`src/verilog/dirb_pkg.sv`:
```
// Constants shared by the two-wire readback path of the quad 12-bit converter.
// Assumes a single system clock domain; bus pins are sampled as synchronous inputs.
package dirb_pkg;
	// ----------------------------------------------------------------
	// Addressing and control byte layout
	// ----------------------------------------------------------------
	localparam logic [4:0] DIRB_ADDR_PREFIX = 5'h13;
	localparam int DIRB_RW_BIT = 0;
	localparam int DIRB_CTRL_PD_BIT = 0;
	localparam int DIRB_CTRL_SEL_LSB = 1;
	localparam int DIRB_CTRL_SEL_MSB = 2;
	// ----------------------------------------------------------------
	// Held channel word and readback byte layout
	// ----------------------------------------------------------------
	localparam int DIRB_CHANNELS = 4;
	localparam int DIRB_DATA_W = 12;
	localparam int DIRB_MODE_LSB = 12;
	localparam int DIRB_MODE_MSB = 13;
	localparam logic [13:0] DIRB_ENTRY_RESET = 14'h0000;
	localparam logic [5:0] DIRB_PD_FILL = 6'h3f;
	localparam logic [3:0] DIRB_LOW_FILL = 4'h0;
	localparam logic [1:0] DIRB_BYTES_PLAIN = 2'h2;
	localparam logic [1:0] DIRB_BYTES_PD = 2'h3;
	localparam logic [3:0] DIRB_BITS_PER_BYTE = 4'h8;
	localparam logic [3:0] DIRB_LAST_TX_BIT = 4'h7;
	// ----------------------------------------------------------------
	// Transfer sequencer states
	// ----------------------------------------------------------------
	typedef enum logic [6:0] {
		DIRB_ST_IDLE = 7'h01,
		DIRB_ST_ADDR = 7'h02,
		DIRB_ST_ACK = 7'h04,
		DIRB_ST_CTRL = 7'h08,
		DIRB_ST_WAIT = 7'h10,
		DIRB_ST_TX = 7'h20,
		DIRB_ST_MACK = 7'h40
	} dirb_state_t;
endpackage : dirb_pkg

```
`src/verilog/dirb_core.sv`:
```
// Slave-side readback sequencer of a quad 12-bit converter on a two-wire bus.
// Assumes scl and sda levels arrive synchronous to i_clk and far slower than it;
// the write path outside this block loads channel words over the load port.
// ----------------------------------------------------------------
// ----------------------------------------------------------------
`timescale 1ns/100ps
`default_nettype none
module dirb_core
	import dirb_pkg::*;
#(
	parameter int CHANNELS = DIRB_CHANNELS
) (
	input wire logic i_clk,
	input wire logic i_reset_n,
	input wire logic i_scl,
	input wire logic i_sda,
	output logic o_sda_out,
	output logic o_sda_oe,
	input wire logic i_hw_address_hi,
	input wire logic i_hw_address_lo,
	input wire logic i_load_valid,
	input wire logic [1:0] i_load_channel,
	input wire logic [11:0] i_load_data,
	input wire logic [1:0] i_load_mode,
	output logic [1:0] o_channel_sel,
	output logic o_power_down_flag,
	output logic o_busy
);
	// ----------------------------------------------------------------
	// Pin sampling and bus conditions
	// ----------------------------------------------------------------
	logic scl_q, sda_q, scl_p_q, sda_p_q;
	always_ff @(posedge i_clk) begin
		if (!i_reset_n) begin
			scl_q <= 1'b1;
			sda_q <= 1'b1;
			scl_p_q <= 1'b1;
			sda_p_q <= 1'b1;
		end else begin
			scl_q <= i_scl;
			sda_q <= i_sda;
			scl_p_q <= scl_q;
			sda_p_q <= sda_q;
		end
	end
	wire scl_rise = scl_q & ~scl_p_q;
	wire scl_fall = ~scl_q & scl_p_q;
	wire start_seen = scl_q & scl_p_q & sda_p_q & ~sda_q;
	wire stop_seen = scl_q & scl_p_q & ~sda_p_q & sda_q;

	// ----------------------------------------------------------------
	// Held channel words
	// ----------------------------------------------------------------
	// Only the load port writes these; the readback path reads them alone
	logic [CHANNELS-1:0][13:0] chan_q;
	genvar g;
	generate
		for (g = 0; g < CHANNELS; g++) begin : g_chan
			always_ff @(posedge i_clk) begin
				if (!i_reset_n) begin
					chan_q[g] <= DIRB_ENTRY_RESET;
				end else if (i_load_valid && (i_load_channel == 2'(g))) begin
					chan_q[g] <= {i_load_mode, i_load_data};
				end
			end
		end
	endgenerate

	// ----------------------------------------------------------------
	// Sequencer registers
	// ----------------------------------------------------------------
	dirb_state_t st_q, st_d;
	logic [3:0] cnt_q;
	logic [7:0] rx_q, tx_q;
	logic rw_q, is_ctrl_q, mack_ok_q, pd_q;
	logic [1:0] sel_q, idx_q;

	wire [13:0] sel_entry = chan_q[sel_q];
	wire [7:0] pd_byte = {sel_entry[DIRB_MODE_MSB:DIRB_MODE_LSB], DIRB_PD_FILL};
	wire [7:0] hi_byte = sel_entry[11:4];
	wire [7:0] lo_byte = {sel_entry[3:0], DIRB_LOW_FILL};
	wire [1:0] byte_count = pd_q ? DIRB_BYTES_PD : DIRB_BYTES_PLAIN;
	wire [1:0] next_idx = (st_q == DIRB_ST_ACK) ? 2'h0 : idx_q + 2'h1;
	wire [7:0] pd_seq_byte = (next_idx == 2'h0) ? pd_byte : (next_idx == 2'h1) ? hi_byte : lo_byte;
	wire [7:0] plain_seq_byte = (next_idx == 2'h0) ? hi_byte : lo_byte;
	wire [7:0] load_byte = pd_q ? pd_seq_byte : plain_seq_byte;
	wire addr_match = rx_q[7:1] == {DIRB_ADDR_PREFIX, i_hw_address_hi, i_hw_address_lo};
	wire byte_done = scl_fall && (cnt_q == DIRB_BITS_PER_BYTE);
	wire more_bytes = (idx_q + 2'h1) < byte_count;

	always_comb begin
		st_d = st_q;
		if (start_seen) begin
			st_d = DIRB_ST_ADDR;
		end else if (stop_seen) begin
			st_d = DIRB_ST_IDLE;
		end else begin
			unique case (st_q)
				DIRB_ST_IDLE, DIRB_ST_WAIT: st_d = st_q;
				DIRB_ST_ADDR: begin
					if (byte_done) begin
						st_d = addr_match ? DIRB_ST_ACK : DIRB_ST_IDLE;
					end
				end
				DIRB_ST_CTRL: begin
					if (byte_done) begin
						st_d = DIRB_ST_ACK;
					end
				end
				DIRB_ST_ACK: begin
					if (scl_fall) begin
						st_d = rw_q ? DIRB_ST_TX : (is_ctrl_q ? DIRB_ST_WAIT : DIRB_ST_CTRL);
					end
				end
				DIRB_ST_TX: begin
					if (scl_fall && cnt_q == DIRB_LAST_TX_BIT) begin
						st_d = DIRB_ST_MACK;
					end
				end
				DIRB_ST_MACK: begin
					if (scl_fall) begin
						st_d = mack_ok_q ? DIRB_ST_TX : DIRB_ST_IDLE;
					end
				end
			endcase
		end
	end

	always_ff @(posedge i_clk) begin
		if (!i_reset_n) begin
			st_q <= DIRB_ST_IDLE;
		end else begin
			st_q <= st_d;
		end
	end

	// Bit counter and receive shifter
	always_ff @(posedge i_clk) begin
		if (!i_reset_n) begin
			cnt_q <= 4'h0;
			rx_q <= 8'h00;
		end else if (start_seen || st_d != st_q) begin
			cnt_q <= 4'h0;
		end else if ((st_q == DIRB_ST_ADDR || st_q == DIRB_ST_CTRL) && scl_rise) begin
			rx_q <= {rx_q[6:0], sda_q};
			cnt_q <= cnt_q + 4'h1;
		end else if (st_q == DIRB_ST_TX && scl_fall) begin
			cnt_q <= cnt_q + 4'h1;
		end
	end

	// Direction, control byte and transmit shifter
	always_ff @(posedge i_clk) begin
		if (!i_reset_n) begin
			rw_q <= 1'b0;
			is_ctrl_q <= 1'b0;
			sel_q <= 2'h0;
			pd_q <= 1'b0;
			idx_q <= 2'h0;
			tx_q <= 8'hff;
			mack_ok_q <= 1'b0;
		end else begin
			if (st_q == DIRB_ST_ADDR && byte_done) begin
				rw_q <= rx_q[DIRB_RW_BIT];
				is_ctrl_q <= 1'b0;
			end
			if (st_q == DIRB_ST_CTRL && byte_done) begin
				sel_q <= rx_q[DIRB_CTRL_SEL_MSB:DIRB_CTRL_SEL_LSB];
				pd_q <= rx_q[DIRB_CTRL_PD_BIT];
				is_ctrl_q <= 1'b1;
			end
			if (st_d == DIRB_ST_TX && st_q != DIRB_ST_TX && !start_seen && !stop_seen) begin
				tx_q <= load_byte;
				idx_q <= next_idx;
			end else if (st_q == DIRB_ST_TX && scl_fall) begin
				tx_q <= {tx_q[6:0], 1'b1};
			end
			if (st_q == DIRB_ST_MACK && scl_rise) begin
				mack_ok_q <= ~sda_q && more_bytes;
			end else if (st_q != DIRB_ST_MACK) begin
				mack_ok_q <= 1'b0;
			end
		end
	end

	// ----------------------------------------------------------------
	// Open-drain drive and status
	// ----------------------------------------------------------------
	// Only ever pulls low; a one is sent by releasing the line
	assign o_sda_out = 1'b0;
	assign o_sda_oe = (st_q == DIRB_ST_ACK) || (st_q == DIRB_ST_TX && !tx_q[7]);
	assign o_channel_sel = sel_q;
	assign o_power_down_flag = pd_q;
	assign o_busy = st_q != DIRB_ST_IDLE;

	// ----------------------------------------------------------------
	// Assertions
	// ----------------------------------------------------------------
	a_addr_ack: assert property (@(posedge i_clk) disable iff (!i_reset_n)
		(st_q == DIRB_ST_ADDR && byte_done && addr_match && !start_seen && !stop_seen) |=> o_sda_oe)
		else $error("address byte not acknowledged");
	a_ctrl_store: assert property (@(posedge i_clk) disable iff (!i_reset_n)
		(st_q == DIRB_ST_CTRL && byte_done && !start_seen && !stop_seen)
		|=> (o_channel_sel == $past(rx_q[2:1])) && o_power_down_flag == $past(rx_q[0]) && o_sda_oe)
		else $error("control byte not captured or acknowledged");
	a_msb_drive: assert property (@(posedge i_clk) disable iff (!i_reset_n)
		(st_q == DIRB_ST_TX && scl_fall && st_d == DIRB_ST_TX) |=> (o_sda_oe == !$past(tx_q[6])))
		else $error("transmit bit not on data line");
	a_first_byte: assert property (@(posedge i_clk) disable iff (!i_reset_n)
		($past(st_q) == DIRB_ST_ACK && st_q == DIRB_ST_TX)
		|-> tx_q == (pd_q ? pd_byte : sel_entry[11:4]))
		else $error("wrong first readback byte");
	a_pd_fill: assert property (@(posedge i_clk) disable iff (!i_reset_n)
		(st_q == DIRB_ST_TX && pd_q && idx_q == 2'h0 && cnt_q == 4'h0)
		|-> tx_q == {sel_entry[13:12], 6'h3f})
		else $error("power-down byte layout wrong");
	a_low_byte: assert property (@(posedge i_clk) disable iff (!i_reset_n)
		(st_q == DIRB_ST_TX && cnt_q == 4'h0 && idx_q == byte_count - 2'h1)
		|-> tx_q[7:4] == sel_entry[3:0])
		else $error("low byte nibble wrong");
	a_mack_release: assert property (@(posedge i_clk) disable iff (!i_reset_n)
		(st_q == DIRB_ST_MACK) |-> !o_sda_oe)
		else $error("data line held in master acknowledge slot");
	a_nack_stops: assert property (@(posedge i_clk) disable iff (!i_reset_n)
		(st_q == DIRB_ST_MACK && scl_rise && sda_q && !start_seen && !stop_seen)
		|=> !mack_ok_q)
		else $error("transmission continued after not-acknowledge");
	a_nack_idle: assert property (@(posedge i_clk) disable iff (!i_reset_n)
		(st_q == DIRB_ST_MACK && scl_fall && !mack_ok_q && !start_seen && !stop_seen)
		|=> (st_q == DIRB_ST_IDLE && !o_sda_oe))
		else $error("device kept the line after the final slot");
	a_no_third: assert property (@(posedge i_clk) disable iff (!i_reset_n)
		(st_q == DIRB_ST_TX && !pd_q) |-> idx_q < 2'h2)
		else $error("more than two bytes without power-down flag");
	a_reset_zero: assert property (@(posedge i_clk)
		$past(!i_reset_n) && i_reset_n |-> chan_q == '0)
		else $error("channel words not zero after reset");
	a_read_keeps: assert property (@(posedge i_clk) disable iff (!i_reset_n)
		!i_load_valid |=> $stable(chan_q))
		else $error("held words changed without a load");
endmodule : dirb_core
`default_nettype wire

```
`config.mk`:
```
export PLATFORM = sky130hd
export DESIGN_NAME = dirb_core
export DESIGN_NICKNAME = d
export VERILOG_FILES = /design/src/verilog/dirb_pkg.sv /design/src/verilog/dirb_core.sv
export SDC_FILE = /design/constraint.sdc
export NUM_CORES = 1
export LEC_CHECK = 0
export BUFFER_PORTS_ARGS = -buffer_cell sky130_fd_sc_hd__buf_2
export CORE_AREA = 2 2 93 95
export CTS_BUF_LIST = sky130_fd_sc_hd__clkbuf_4 sky130_fd_sc_hd__clkbuf_8 sky130_fd_sc_hd__clkbuf_16
export CTS_CLUSTER_DIAMETER = 30
export DETAILED_ROUTE_END_ITERATION = 10
export DIE_AREA = 0 0 95 97
export GPL_TIMING_DRIVEN = 0
export HOLD_SLACK_MARGIN = 0.12
export PLACE_DENSITY = 0.76
export SYNTH_ARGS = -nofsm -noshare
export SYNTH_HDL_FRONTEND = slang
export SYNTH_SLANG_ARGS = --single-unit
```
`constraint.sdc`:
```
create_clock -name i_clk -period 3 [get_ports i_clk]
set_input_delay 0.45 -clock i_clk [delete_from_list [all_inputs] [get_ports i_clk]]
set_output_delay 0.45 -clock i_clk [all_outputs]
set_load 0.005 [all_outputs]
```
Word-level counts from Yosys, hierarchy flattened --
Index checks and enable logic that the tools add are counted.
Word-level totals: flip-flop bits (word level) 95, bits of input ports 23, word-level logic and storage cells 113
Cells by class: add/sub/neg operators 2, $lt $le $gt $ge 2, equality and inequality tests 19, mux-type cells 28, bitwise operators 13, reductions and logical operators 31
Operators with widths (count):
- 7-bit two-way mux | 7
- 8-bit two-way mux | 6
- 7-bit case mux with 6 select lines | 1
- 14-bit binary-select mux with 2-bit select | 1
- 1-bit logical AND | 16
- 7-bit by 6-bit == test with 1-bit output (second input constant) | 2
- 14-bit two-way mux | 1
- 6-bit two-way mux | 2
- 4-bit two-way mux | 2
- 2-bit nonzero test | 4
- 1-bit bitwise AND | 7
- 7-bit by 1-bit == test with 1-bit output (second input constant) | 1
- 7-bit by 2-bit == test with 1-bit output (second input constant) | 1
- 7-bit by 3-bit == test with 1-bit output (second input constant) | 1
- 7-bit by 4-bit == test with 1-bit output (second input constant) | 1
- 7-bit by 5-bit == test with 1-bit output (second input constant) | 1
- 7-bit == test | 1
- 7-bit == test (second input constant) | 1
- 7-bit by 1-bit != test with 1-bit output (second input constant) | 1
- 7-bit by 6-bit != test with 1-bit output (second input constant) | 1
- 7-bit != test | 1
- 7-bit != test (second input constant) | 1
- 1-bit NOT | 6
- 1-bit two-way mux | 5
- other kinds (16) | 24

Logic depth before layout (Yosys ltp) --
Gate-level depths: netlist of the first run.
word-level depth 12, gate-level depth with buffers 7

Worst setup path after synthesis of the first run --
OpenSTA, ideal clock, no wires.
kind register to register, from reg sel_q[1] (netlist: o_channel_sel[1]), to reg tx_q[6], data arrival time 1.984 ns, data required time 2.884 ns, setup slack 0.900 ns, stages on the path, launching flop included 7, path buffers 2, clock period less this slack 2.100 ns, path through dfxtp_1 clkbuf_1 buf_2 mux4_2 nor3b_1 a221oi_1 a31o_2
Between the ends: longest elaborated chain between the ends 6, elaborated cells on any way between the ends 7, those cells by class mux (7)
Ends and longest elaborated chain:
- start: declaration | RTL line dirb_core.sv:76 | logic [1:0] sel_q, idx_q;
- start signal: assignment | RTL line dirb_core.sv:168 | sel_q <= rx_q[DIRB_CTRL_SEL_MSB:DIRB_CTRL_SEL_LSB];
- 14-bit binary-select mux with 2-bit select * | RTL line dirb_core.sv:78 | wire [13:0] sel_entry = chan_q[sel_q];
- 14-bit two-way mux (implied by the code) * | RTL line dirb_core.sv:78
- 8-bit two-way mux (2 in series) | RTL line dirb_core.sv:84 | wire [7:0] pd_seq_byte = (next_idx == 2'h0) ? pd_byte : (next_idx == 2'h1) ? hi_byte : lo_byte;
- 8-bit two-way mux * | RTL line dirb_core.sv:86 | wire [7:0] load_byte = pd_q ? pd_seq_byte : plain_seq_byte;
- 8-bit two-way mux * | RTL line dirb_core.sv:172 | if (st_d == DIRB_ST_TX && st_q != DIRB_ST_TX && !start_seen && !stop_seen) begin
- end signal: assignment | RTL line dirb_core.sv:173 | tx_q <= load_byte;
- end signal: assignment | RTL line dirb_core.sv:176 | tx_q <= {tx_q[6:0], 1'b1};
- end: declaration | RTL line dirb_core.sv:74 | logic [7:0] rx_q, tx_q;
Every way passes the cells marked *; elsewhere a longest branch is shown, timed or not. The select of a mux whose other input is x is not followed. A chain may end at the register's enable or synchronous reset.

Final worst setup path of the first run --
from reg st_q[3], to out o_sda_oe
Between the ends: longest elaborated chain between the ends 3, elaborated cells on any way between the ends 4, those cells by class eq/ne (2); reduce/logical (2)
Ends and longest elaborated chain:
- start: declaration | RTL line dirb_core.sv:72 | dirb_state_t st_q, st_d;
- start signal: assignment | RTL line dirb_core.sv:133 | st_q <= st_d;
- 7-bit by 6-bit == test with 1-bit output | RTL line dirb_core.sv:191 | assign o_sda_oe = (st_q == DIRB_ST_ACK) || (st_q == DIRB_ST_TX && !tx_q[7]);
- 1-bit logical AND | RTL line dirb_core.sv:191
- 1-bit logical OR * | RTL line dirb_core.sv:191
- end: declaration | RTL line dirb_core.sv:18 | output logic o_sda_oe,
Every way passes the cells marked *; elsewhere a longest branch is shown, timed or not.

==> metrics, run 1 <==
fin util 65.0%; H-tree depth 3; starting density of the core 59.2%; Post-Syn Area 4810 um^2; CTS tree done; chip height just under 100 um; first-pass GRT wire length approximately 20000 um; post-synth cell types 57; via count 4211; fin nets 630; CTS resizes 0; post-placement cell count 699; antenna violations before repair 0; drt drc 0; Max-Slew Margin vs Limit slightly below 50%; area leader, netlist dfxtp_1; setup_tns 0 ns; Hold Path Class input pin to flop; biggest cell delay along the critical path approximately 0.52 ns; largest net degree at the start of global routing 18; Crit-path slowest cell nor4_1; Clock Skew between 0.008 and 0.009 ns; Placer Congestion roughly 0.91; Iteration-0 DRC Markers 246; Reg clk slew, reported paths ~0.10 ns; DRT antenna net count 0; final max-slew violation count 0; fraction of registers with async set/reset 0%; endpoints failing setup 0; Reg2Reg Setup Slack between 0.4 and 0.5 ns; Die X 95 um; Clock power frac 37.2%; die area a little over 9000 um^2; total I/O pin count 29; Yosys warning count 0; row cnt 33; kind of critical path flop to output pin; Post-DP HPWL about 8800 um; clk_lat worst skew about 0.37 ns; syn_area_per_cell 8.49 um^2; Setup crit start kind flop; switch share roughly a quarter; final period utilization between 80% and 90%; Post-CTS Setup Inserts 0; Synth top area share between 30% and 40%; max-capacitance violation count 0; non-filler instance count after layout about 720; Area Overhead vs Synth 9.77%; Routed WL per cell approximately 17 um; element type at the critical path end output pin; Routed WL between 10000 and 15000 um; Power Density between 400 and 500 nW/um^2; Clock Sinks 95; sequential fraction of the synthesis area 39.5%; Synth Flop Type dfxtp_1; cell depth of the worst flop-to-flop path 7; I/O Buffers 27; CP dominant cell by count buf_2; outcome finished, final reports clean; Max FO, Critical Path 10; total CTS buffers 9; CTS Root Cell clkbuf_8; Placeable Area between 8000 and 9000 um^2; fmax roughly 390 MHz; Post-synth EDFFs 0; RSZ-0062 raised after global routing false; Final Hold Fails 0; VDD IR max 0.000323 V; Hold Path Depth 2; Internal 0.00176 W; global route overflow 0; Via density 5.89; buffer levels on the longest clock path 2; share of layout cells above drive strength 1 between 10% and 20%; Seq pwr share 54.8%; number of diodes 0; TritonRoute pass-1 iters 5; most common cell in the netlist nand2_1; top post-synthesis cells by area dfxtp_1 40%, nand2_1 10%, a21boi_0 9.5%; syn_nets 592; hold_buf cts 0; Comb power frac just over 8%; Req. time, crit path roughly 2.6 ns; Sw Pwr just over 0.0006 W; slew of the pin with the lowest slew margin approximately 0.77 ns; Fillers 690; Yosys reg bits 95; Lkg Pwr between 1.5 and 2 nW; GR Util All Layers between 20% and 30%; number of global-route vias before repair approximately 4200; post-layout min period between 2 and 3 ns; CP Data Arrival Time between 2 and 2.5 ns; cell count after synthesis between 500 and 600; critical path cell sequence buf_2 > nor4_1 > nand2_1 > o21ai_0 > buf_2; commonest cells in the netlist 129 x nand2_1, 95 x dfxtp_1, 61 x a21boi_0
cells in the final DEF, fill, tap and decap left out, types with 5 or more instances in the layout:
cell type  count
a21boi_0      61
nand2_1      129
buf_2         31
nand3_1       10
clkbuf_8       9
nor3_1        14
mux4_2        14
nor2_1        17
a21oi_1       17
o21ai_0       30
dfxtp_1       95
nor2b_1       15
nand2b_1      16
inv_1         10
xnor2_1        5
mux2i_1       13
and3_1         6
clkbuf_1      32
registers in the layout (all words and copies together) (netlist names):
signal and count:
chan_q 56, o_power_down_flag 1, idx_q 2, rx_q 8, scl_p_q 1, o_channel_sel 2, rw_q 1, mack_ok_q 1
scl_q 1, sda_q 1, st_q 7, tx_q 8, cnt_q 4, sda_p_q 1, is_ctrl_q 1
logic make-up (layout without fill, tap and decap cells):
kind of cell	Yosys count	in the layout	share of synthesized area, %
DFF	95	95	39.5
muxes	27	27	9.25
AOI/OAI and AO/OA	143	143	20.4
buffers and inverters	52	95	4.63
xor gates and xnor gates	8	8	1.46
other	1	1	0.0779
adders and majority gates	2	2	0.520
and+or+nand+nor	239	239	24.2
through the flow:
step	setup WS, ns	hold slack, ns	cell area, um^2	total power, W
final	0.454	0.256	5290	0.00238
after global routing	0.184	0.268	5290	0.00246
after CTS	0.421	0.246	5290	0.00239
after detailed placement	0.492	0.457	5080	0.00153
after global placement	0.519	0.448	5080	0.00152
after floorplan	0.900	0.440	4810	0.00145
path summary, 6_finish.rpt:
kind,startpoint,to
worst max register to register,o_channel_sel[1]$_SDFFE_PN0P_,tx_q[7]$_SDFFE_PN1P_
worst max-delay path,st_q[3]$_SDFF_PN0_,o_sda_oe
worst min-delay path,i_sda,sda_q$_SDFF_PN1_
worst min register to register,chan_q[1]$_SDFFE_PN0P_,chan_q[1]$_SDFFE_PN0P_
cell type report:
type,instances,area (um^2),area share [%]
well taps,105,131,2.49
multi-input cells,420,2690,50.9
inverters,10,37.5,0.710
plain buffers,42,185,3.50
clock buffers,9,124,2.34
flip-flops and latches,95,1900,36.0
repair buffers,27,135,2.56
clock inverters,7,80.1,1.52
power by group through the flow:
stage | logic, W | registers, W | clock network [W]
global placement | 0.000186 | 0.00133 | 0
detailed placement | 0.000190 | 0.00134 | 0
CTS | 0.000191 | 0.00131 | 0.000893
floorplan | 0.000122 | 0.00133 | 0
finish | 0.000192 | 0.00131 | 0.000886
global route | 0.000213 | 0.00131 | 0.000937
metal layers:
metal / up-vias / global-route usage (%) / share of wire [%]
met5: - / 0 / 0
met4: 0 / 14.7 / 3.8
met3: 37 / 5.14 / 5.2
met2: 140 / 46.5 / 49
met1: 1967 / 34.4 / 42
li1: 2067 / - / -
worst max-delay path, delay by kind of cell (launching register included):
family | cells | cell delay [ns]
simple gates | 2 | 0.85
flops | 1 | 0.37
compound gates | 1 | 0.17
buf+inv | 2 | 0.34
Note: power is estimated with default switching activity, not from simulation.
==> run 2, diff against run 1 <==
ABC_AREA = 1   (was not set)
CORE_AREA = 2 2 95 97   (was 2 2 93 95)
DIE_AREA = 0 0 97 99   (was 0 0 95 97)
PLACE_DENSITY = 0.74   (was 0.76)
clock period = 2.2 ns   (was 3 ns; I/O delays follow)
==> metrics, run 2 <==
TritonRoute pass-1 iters 5; Iteration-0 DRC Markers just over 300; share of layout cells above drive strength 1 around 13%; via count about 4700; most common cell in the netlist nor2_1; clk_lat worst skew between 0.3 and 0.4 ns; global route overflow 0; post-synth cell types 35; slew of the pin with the lowest slew margin between 0.6 and 0.7 ns; area leader, netlist dfxtp_1; Post-synth EDFFs 0; Yosys reg bits 95; sequential fraction of the synthesis area between 40% and 50%; cell depth of the worst flop-to-flop path 6; number of diodes 0; commonest cells in the netlist 143 x nor2_1, 106 x o21ai_0, 95 x dfxtp_1; Die X 97 um; GR peak layer met2; grt met1 use 33.8%; Req. time, crit path ~2.4 ns; top post-synthesis cells by area dfxtp_1 41%, nor2_1 12%, o21ai_0 11%; outcome finished, final reports clean; total CTS buffers 9; H-tree depth 3; CTS tree done; Worst Hold Endpoint sda_q$_SDFF_PN1_; reg2reg end tx_q[0]$_SDFFE_PN1P_; DRT antenna net count 0; cell count after synthesis between 600 and 700; fraction of registers with async set/reset 0%; Routed WL per cell between 15 and 20 um; Yosys warning count 0; Via density 5.58; cell area after layout about 5200 um^2; VDD IR max ~0.00037 V; GR Util met3 4.11%; max-capacitance violation count 0; Max-Slew Margin vs Limit between 50% and 60%; antenna violations before repair 0; grt met2 use around 43%; endpoints failing setup 0; total I/O pin count 29; row cnt 34; Setup crit start kind flop; Reg2Reg Setup Slack ~0.14 ns; Power Density 655 nW/um^2; hold_buf cts 0; syn_nets 714; CTS Root Cell clkbuf_8; largest net degree at the start of global routing 17; Placeable Area around 8600 um^2; Area Overhead vs Synth 11.7%; Synth top area share roughly two fifths; top flop regs chan_q x56, rx_q x8, tx_q x8; Max FO, Critical Path 11; worst reg2reg path startpoint o_channel_sel[1]$_SDFFE_PN0P_; Post-DP HPWL just under 9000 um; fin util between 60% and 70%; chip height 99 um; CP Data Arrival Time about 2.3 ns; drt drc 0; buffer levels on the longest clock path 2; element type at the critical path end flop; starting density of the core about 54%; XOR/XNOR Fraction of Synth Area less than 1%; Synth Flop Type dfxtp_1; post-synthesis simple-gate area fraction between 20 and 30%; commonest non-fill, non-tap cell in the layout nor2_1; post-layout min period slightly above 2 ns; Fillers around 800; Post-Syn Area 4640 um^2; max reg flops 56; first-pass GRT wire length 20400 um; post-place instance area approximately 5000 um^2; largest family of logic cells by synthesized area simple AND/OR/NAND/NOR gates; Hold Path Depth 2; mux cell area share after synthesis 0%; final period utilization between 90 and 100%; number of global-route vias before repair between 4000 and 5000; total chip power about 0.0034 W; hold path start i_sda; final hold slack approximately 0.15 ns; most frequent cells in the layout 141 x nor2_1, 106 x o21ai_0, 91 x nand2_1; GR Util All Layers about a quarter; area taken by multi-input logic gates between 2000 and 2500 um^2; largest register by flop count chan_q; Hold Path Class input pin to flop; fin nets 751; compound-cell area share of the yosys netlist between 10% and 20%; syn_area_per_cell about 6.7 um^2; I/O Buffers 26; final max-slew violation count 0; Routed WL roughly 13000 um; Reg clk slew, reported paths approximately 0.1 ns; die area just under 10000 um^2; Placer Congestion between 0.8 and 0.9; kind of critical path flop to flop; Reg area roughly 1900 um^2; Lkg Pwr roughly 2.3 nW; fmax between 400 and 500 MHz; Clock Sinks 95; Final Hold Fails 0; Clock Skew 0.0182 ns; Adder-Cell Fraction of Synth Area less than 1%
-- run 2: cell types whose count changed after synthesis, sizes merged, moves of 28 or more --
| cell | before | now |
|---|---|---|
| nor2 | 17 | 156 |
| o21ai | 32 | 108 |
| a21boi | 61 | 0 |
| inv | 10 | 70 |
| a21oi | 17 | 54 |
| nand2 | 129 | 100 |
| nand3 | 10 | 38 |
-- run 2: how the worst max path moves through the flow --
stage	slack, ns	cells after the start	end	start
after detailed placement	-0.04	11	tx_q[6]$_SDFFE_PN1P_	o_channel_sel[1]$_SDFFE_PN0P_
final	0.14	6	tx_q[0]$_SDFFE_PN1P_	o_channel_sel[1]$_SDFFE_PN0P_
after global routing	-0.01	14	cnt_q[2]$_SDFFE_PP0P_	st_q[2]$_SDFF_PN0_
after CTS	0.08	11	tx_q[6]$_SDFFE_PN1P_	o_channel_sel[0]$_SDFFE_PN0P_
after global placement	-0.01	11	tx_q[6]$_SDFFE_PN1P_	o_channel_sel[1]$_SDFFE_PN0P_
after floorplan	0.56	11	cnt_q[3]$_SDFFE_PP0P_	st_q[0]$_SDFF_PN1_
-- run 2: worst max-delay path, cell delays in order (launching register included) --
cell and delay, ns:
dfxtp_2 0.49, clkbuf_1 0.45, o21ai_0 0.16, o21ai_0 0.35, o21ai_0 0.18, o21ai_0 0.19, nand3_1 0.09
-- run 2: routing by layer --
metal	share of wire, %	vias up
met1	43	2139
met3	6.7	34
li1	-	2314
met4	2.9	0
met2	48	189
met5	0	-
-- run 2: per-stage QoR --
stage	cells	worst slack, ns	TNS [ns]
floorplan	689	0.563	0
global placement	823	-0.0110	-0.0110
detailed placement	823	-0.0382	-0.0426
CTS	837	0.0776	0
global route	838	-0.0132	-0.0132
finish	838	0.140	0
-- run 2: area by class of cell --
type                       count  share of cell area [%]
multi-input combinational    494                    46.2
timing repair buffer          28                    2.80
tap                          108                    2.61
clock buffer                   9                    2.39
clock inverter                 6                    1.79
inverter                      71                    5.14
sequential                    95                    36.9
buffer                        27                    2.15
-- run 2: power by group --
| part | internal (W) | total (W) | switching, W |
|---|---|---|---|
| sequential | 0.00178 | 0.00181 | 0.0000319 |
| combinational | 0.000103 | 0.000311 | 0.000208 |
| clock | 0.000642 | 0.00127 | 0.000631 |
-- run 2: cells by family after synthesis --
family	after synthesis
other	1
AO/OA/AOI/OAI	175
flip-flops	95
AND/OR/NAND/NOR	311
adder cells (fa/ha/maj)	2
XOR/XNOR	5
buffers and inverters	100
-- run 2: timing repair --
action                                  4_1_cts  5_1_grt
endpoints found under the setup margin        2        8
pin swaps                                     0        3
gates resized for setup                       0       22
buffers inserted                              0        2
==> run 3, diff against run 2 <==
CORE_AREA = 2 2 91 93   (was 2 2 95 97)
DIE_AREA = 0 0 93 95   (was 0 0 97 99)
PLACE_DENSITY = 0.77   (was 0.74)
SETUP_SLACK_MARGIN = 0.4   (was not set)
TNS_END_PERCENT = 10   (was not set)
clock period = 2 ns   (was 2.2 ns; I/O delays follow)
==> metrics, run 3 (synthesis results as in run 2) <==
VDD IR max a little over 0.0005 V; chip height approximately 95 um; number of global-route vias before repair 4334; Clock Sinks 95; fin nets 773; Hold Path Class input pin to flop; Routed WL per cell between 15 and 20 um; Final Hold Fails 0; post-placement cell count just over 800; Setup crit start kind flop; top flop regs chan_q x56, rx_q x8, tx_q x8; Via density 5.57; total CTS buffers 9; I/O Buffers 26; antenna violations before repair 0; Placeable Area roughly 7900 um^2; GR Util All Layers 31.0%; final max-slew violation count 0; CTS Root Cell clkbuf_8; slew of the pin with the lowest slew margin 0.628 ns; Req. time, crit path approximately 2.3 ns; Lkg Pwr roughly 2.4 nW; total chip power 0.00382 W; starting density of the core about 60%; H-tree depth 3; max-capacitance violation count 0; Reg clk slew, reported paths approximately 0.1 ns; global route overflow 0; Routed WL between 10000 and 15000 um; TritonRoute pass-1 iters 5; post-layout min period 1.95 ns; fin util between 70% and 80%; clk_lat worst skew 0.37 ns; CP Data Arrival Time 2.26 ns; element type at the critical path end flop; kind of critical path flop to flop; largest register by flop count chan_q; Die X 93 um; buffer levels on the longest clock path 2; Reg2Reg Setup Slack around 0.046 ns; commonest non-fill, non-tap cell in the layout nor2_1; die area about 9000 um^2; Max FO, Critical Path 7; final period utilization a little over nine tenths; non-filler instance count after layout roughly 860; Placer Congestion just under 0.9; outcome finished, final reports clean; row cnt 33; via count roughly 4800; Clock Skew 0.0128 ns; endpoints failing setup 0; most frequent cells in the layout 132 x nor2_1, 99 x o21ai_0, 85 x dfxtp_1; max reg flops 56; CTS tree done; first-pass GRT wire length approximately 21000 um; Power Density between 600 and 700 nW/um^2; drt drc 0; largest net degree at the start of global routing 17; RSZ-0062 raised after global routing true; Iteration-0 DRC Markers 308; fmax approximately 510 MHz; total I/O pin count 29; number of diodes 0; Area Overhead vs Synth 19.8%; Max-Slew Margin vs Limit between 50% and 60%; DRT antenna net count 0; share of layout cells above drive strength 1 between 20 and 25%; Post-DP HPWL ~9000 um
==> run 3: worst paths after layout <==
check | from | to | cells after the start
worst max-delay path | st_q[3]$_SDFF_PN0_ | cnt_q[1]$_SDFFE_PP0P_ | 14
worst min-delay path | i_load_data[2] | chan_q[30]$_SDFFE_PN0P_ | 3
worst max register to register | st_q[3]$_SDFF_PN0_ | cnt_q[1]$_SDFFE_PP0P_ | 14
worst min register to register | chan_q[11]$_SDFFE_PN0P_ | chan_q[11]$_SDFFE_PN0P_ | 2
==> run 3: final cells by class <==
cell class,instances,area (um^2)
clock buffers,10,131
well taps,105,131
repair buffers,48,304
plain buffers,29,149
multi-input cells,494,2550
inverters,71,277
clock inverters,6,90.1
flip-flops and latches,95,1930
fillers,687,2360
==> run 3: critical path: stages, from the launching register on <==
cell	delay, ns
dfxtp_4	0.39
nor2_4	0.16
nand3_2	0.11
nor2_4	0.18
nor2_4	0.10
nand3_4	0.14
buf_6	0.12
nand2_4	0.04
a21oi_4	0.12
nand2_2	0.06
nand2_1	0.05
nand2_1	0.06
nor2_2	0.12
nand3_2	0.12
nor2_1	0.12
==> run 3: through the flow <==
step / setup WS (ns) / cell area (um^2) / TNS, ns / hold slack [ns]
after floorplan: 0.385 / 4670 / 0 / 0.407
after global placement: -0.167 / 4930 / -0.594 / 0.434
after detailed placement: -0.194 / 4930 / -0.785 / 0.438
after CTS: 0.109 / 5380 / 0 / 0.195
after global routing: -0.0643 / 5560 / -0.207 / 0.217
final: 0.0463 / 5560 / 0 / 0.189
==> run 3: routing by layer <==
metal	track usage, %	wire length, um	share of wire (%)	vias up
li1	-	-	-	2362
met4	16.3	477	3.5	0
met3	4.63	700	5.1	38
met5	0	0	0	-
met2	53.3	6660	49	181
met1	37.7	5750	42	2201
==> run 3: report_power, final <==
group	internal (W)	leakage, nW	switching (W)	total, W
sequential	0.00195	0.779	0.0000374	0.00199
combinational	0.000131	1.56	0.000247	0.000379
clock	0.000726	0.111	0.000722	0.00145
==> run 3: repair_timing <==
item	CTS	global route
buffers inserted	11	9
endpoints found under the setup margin	17	30
endpoints found under the hold margin	2	0
hold buffers	2	0
pin swaps	16	30
resized for setup	43	55
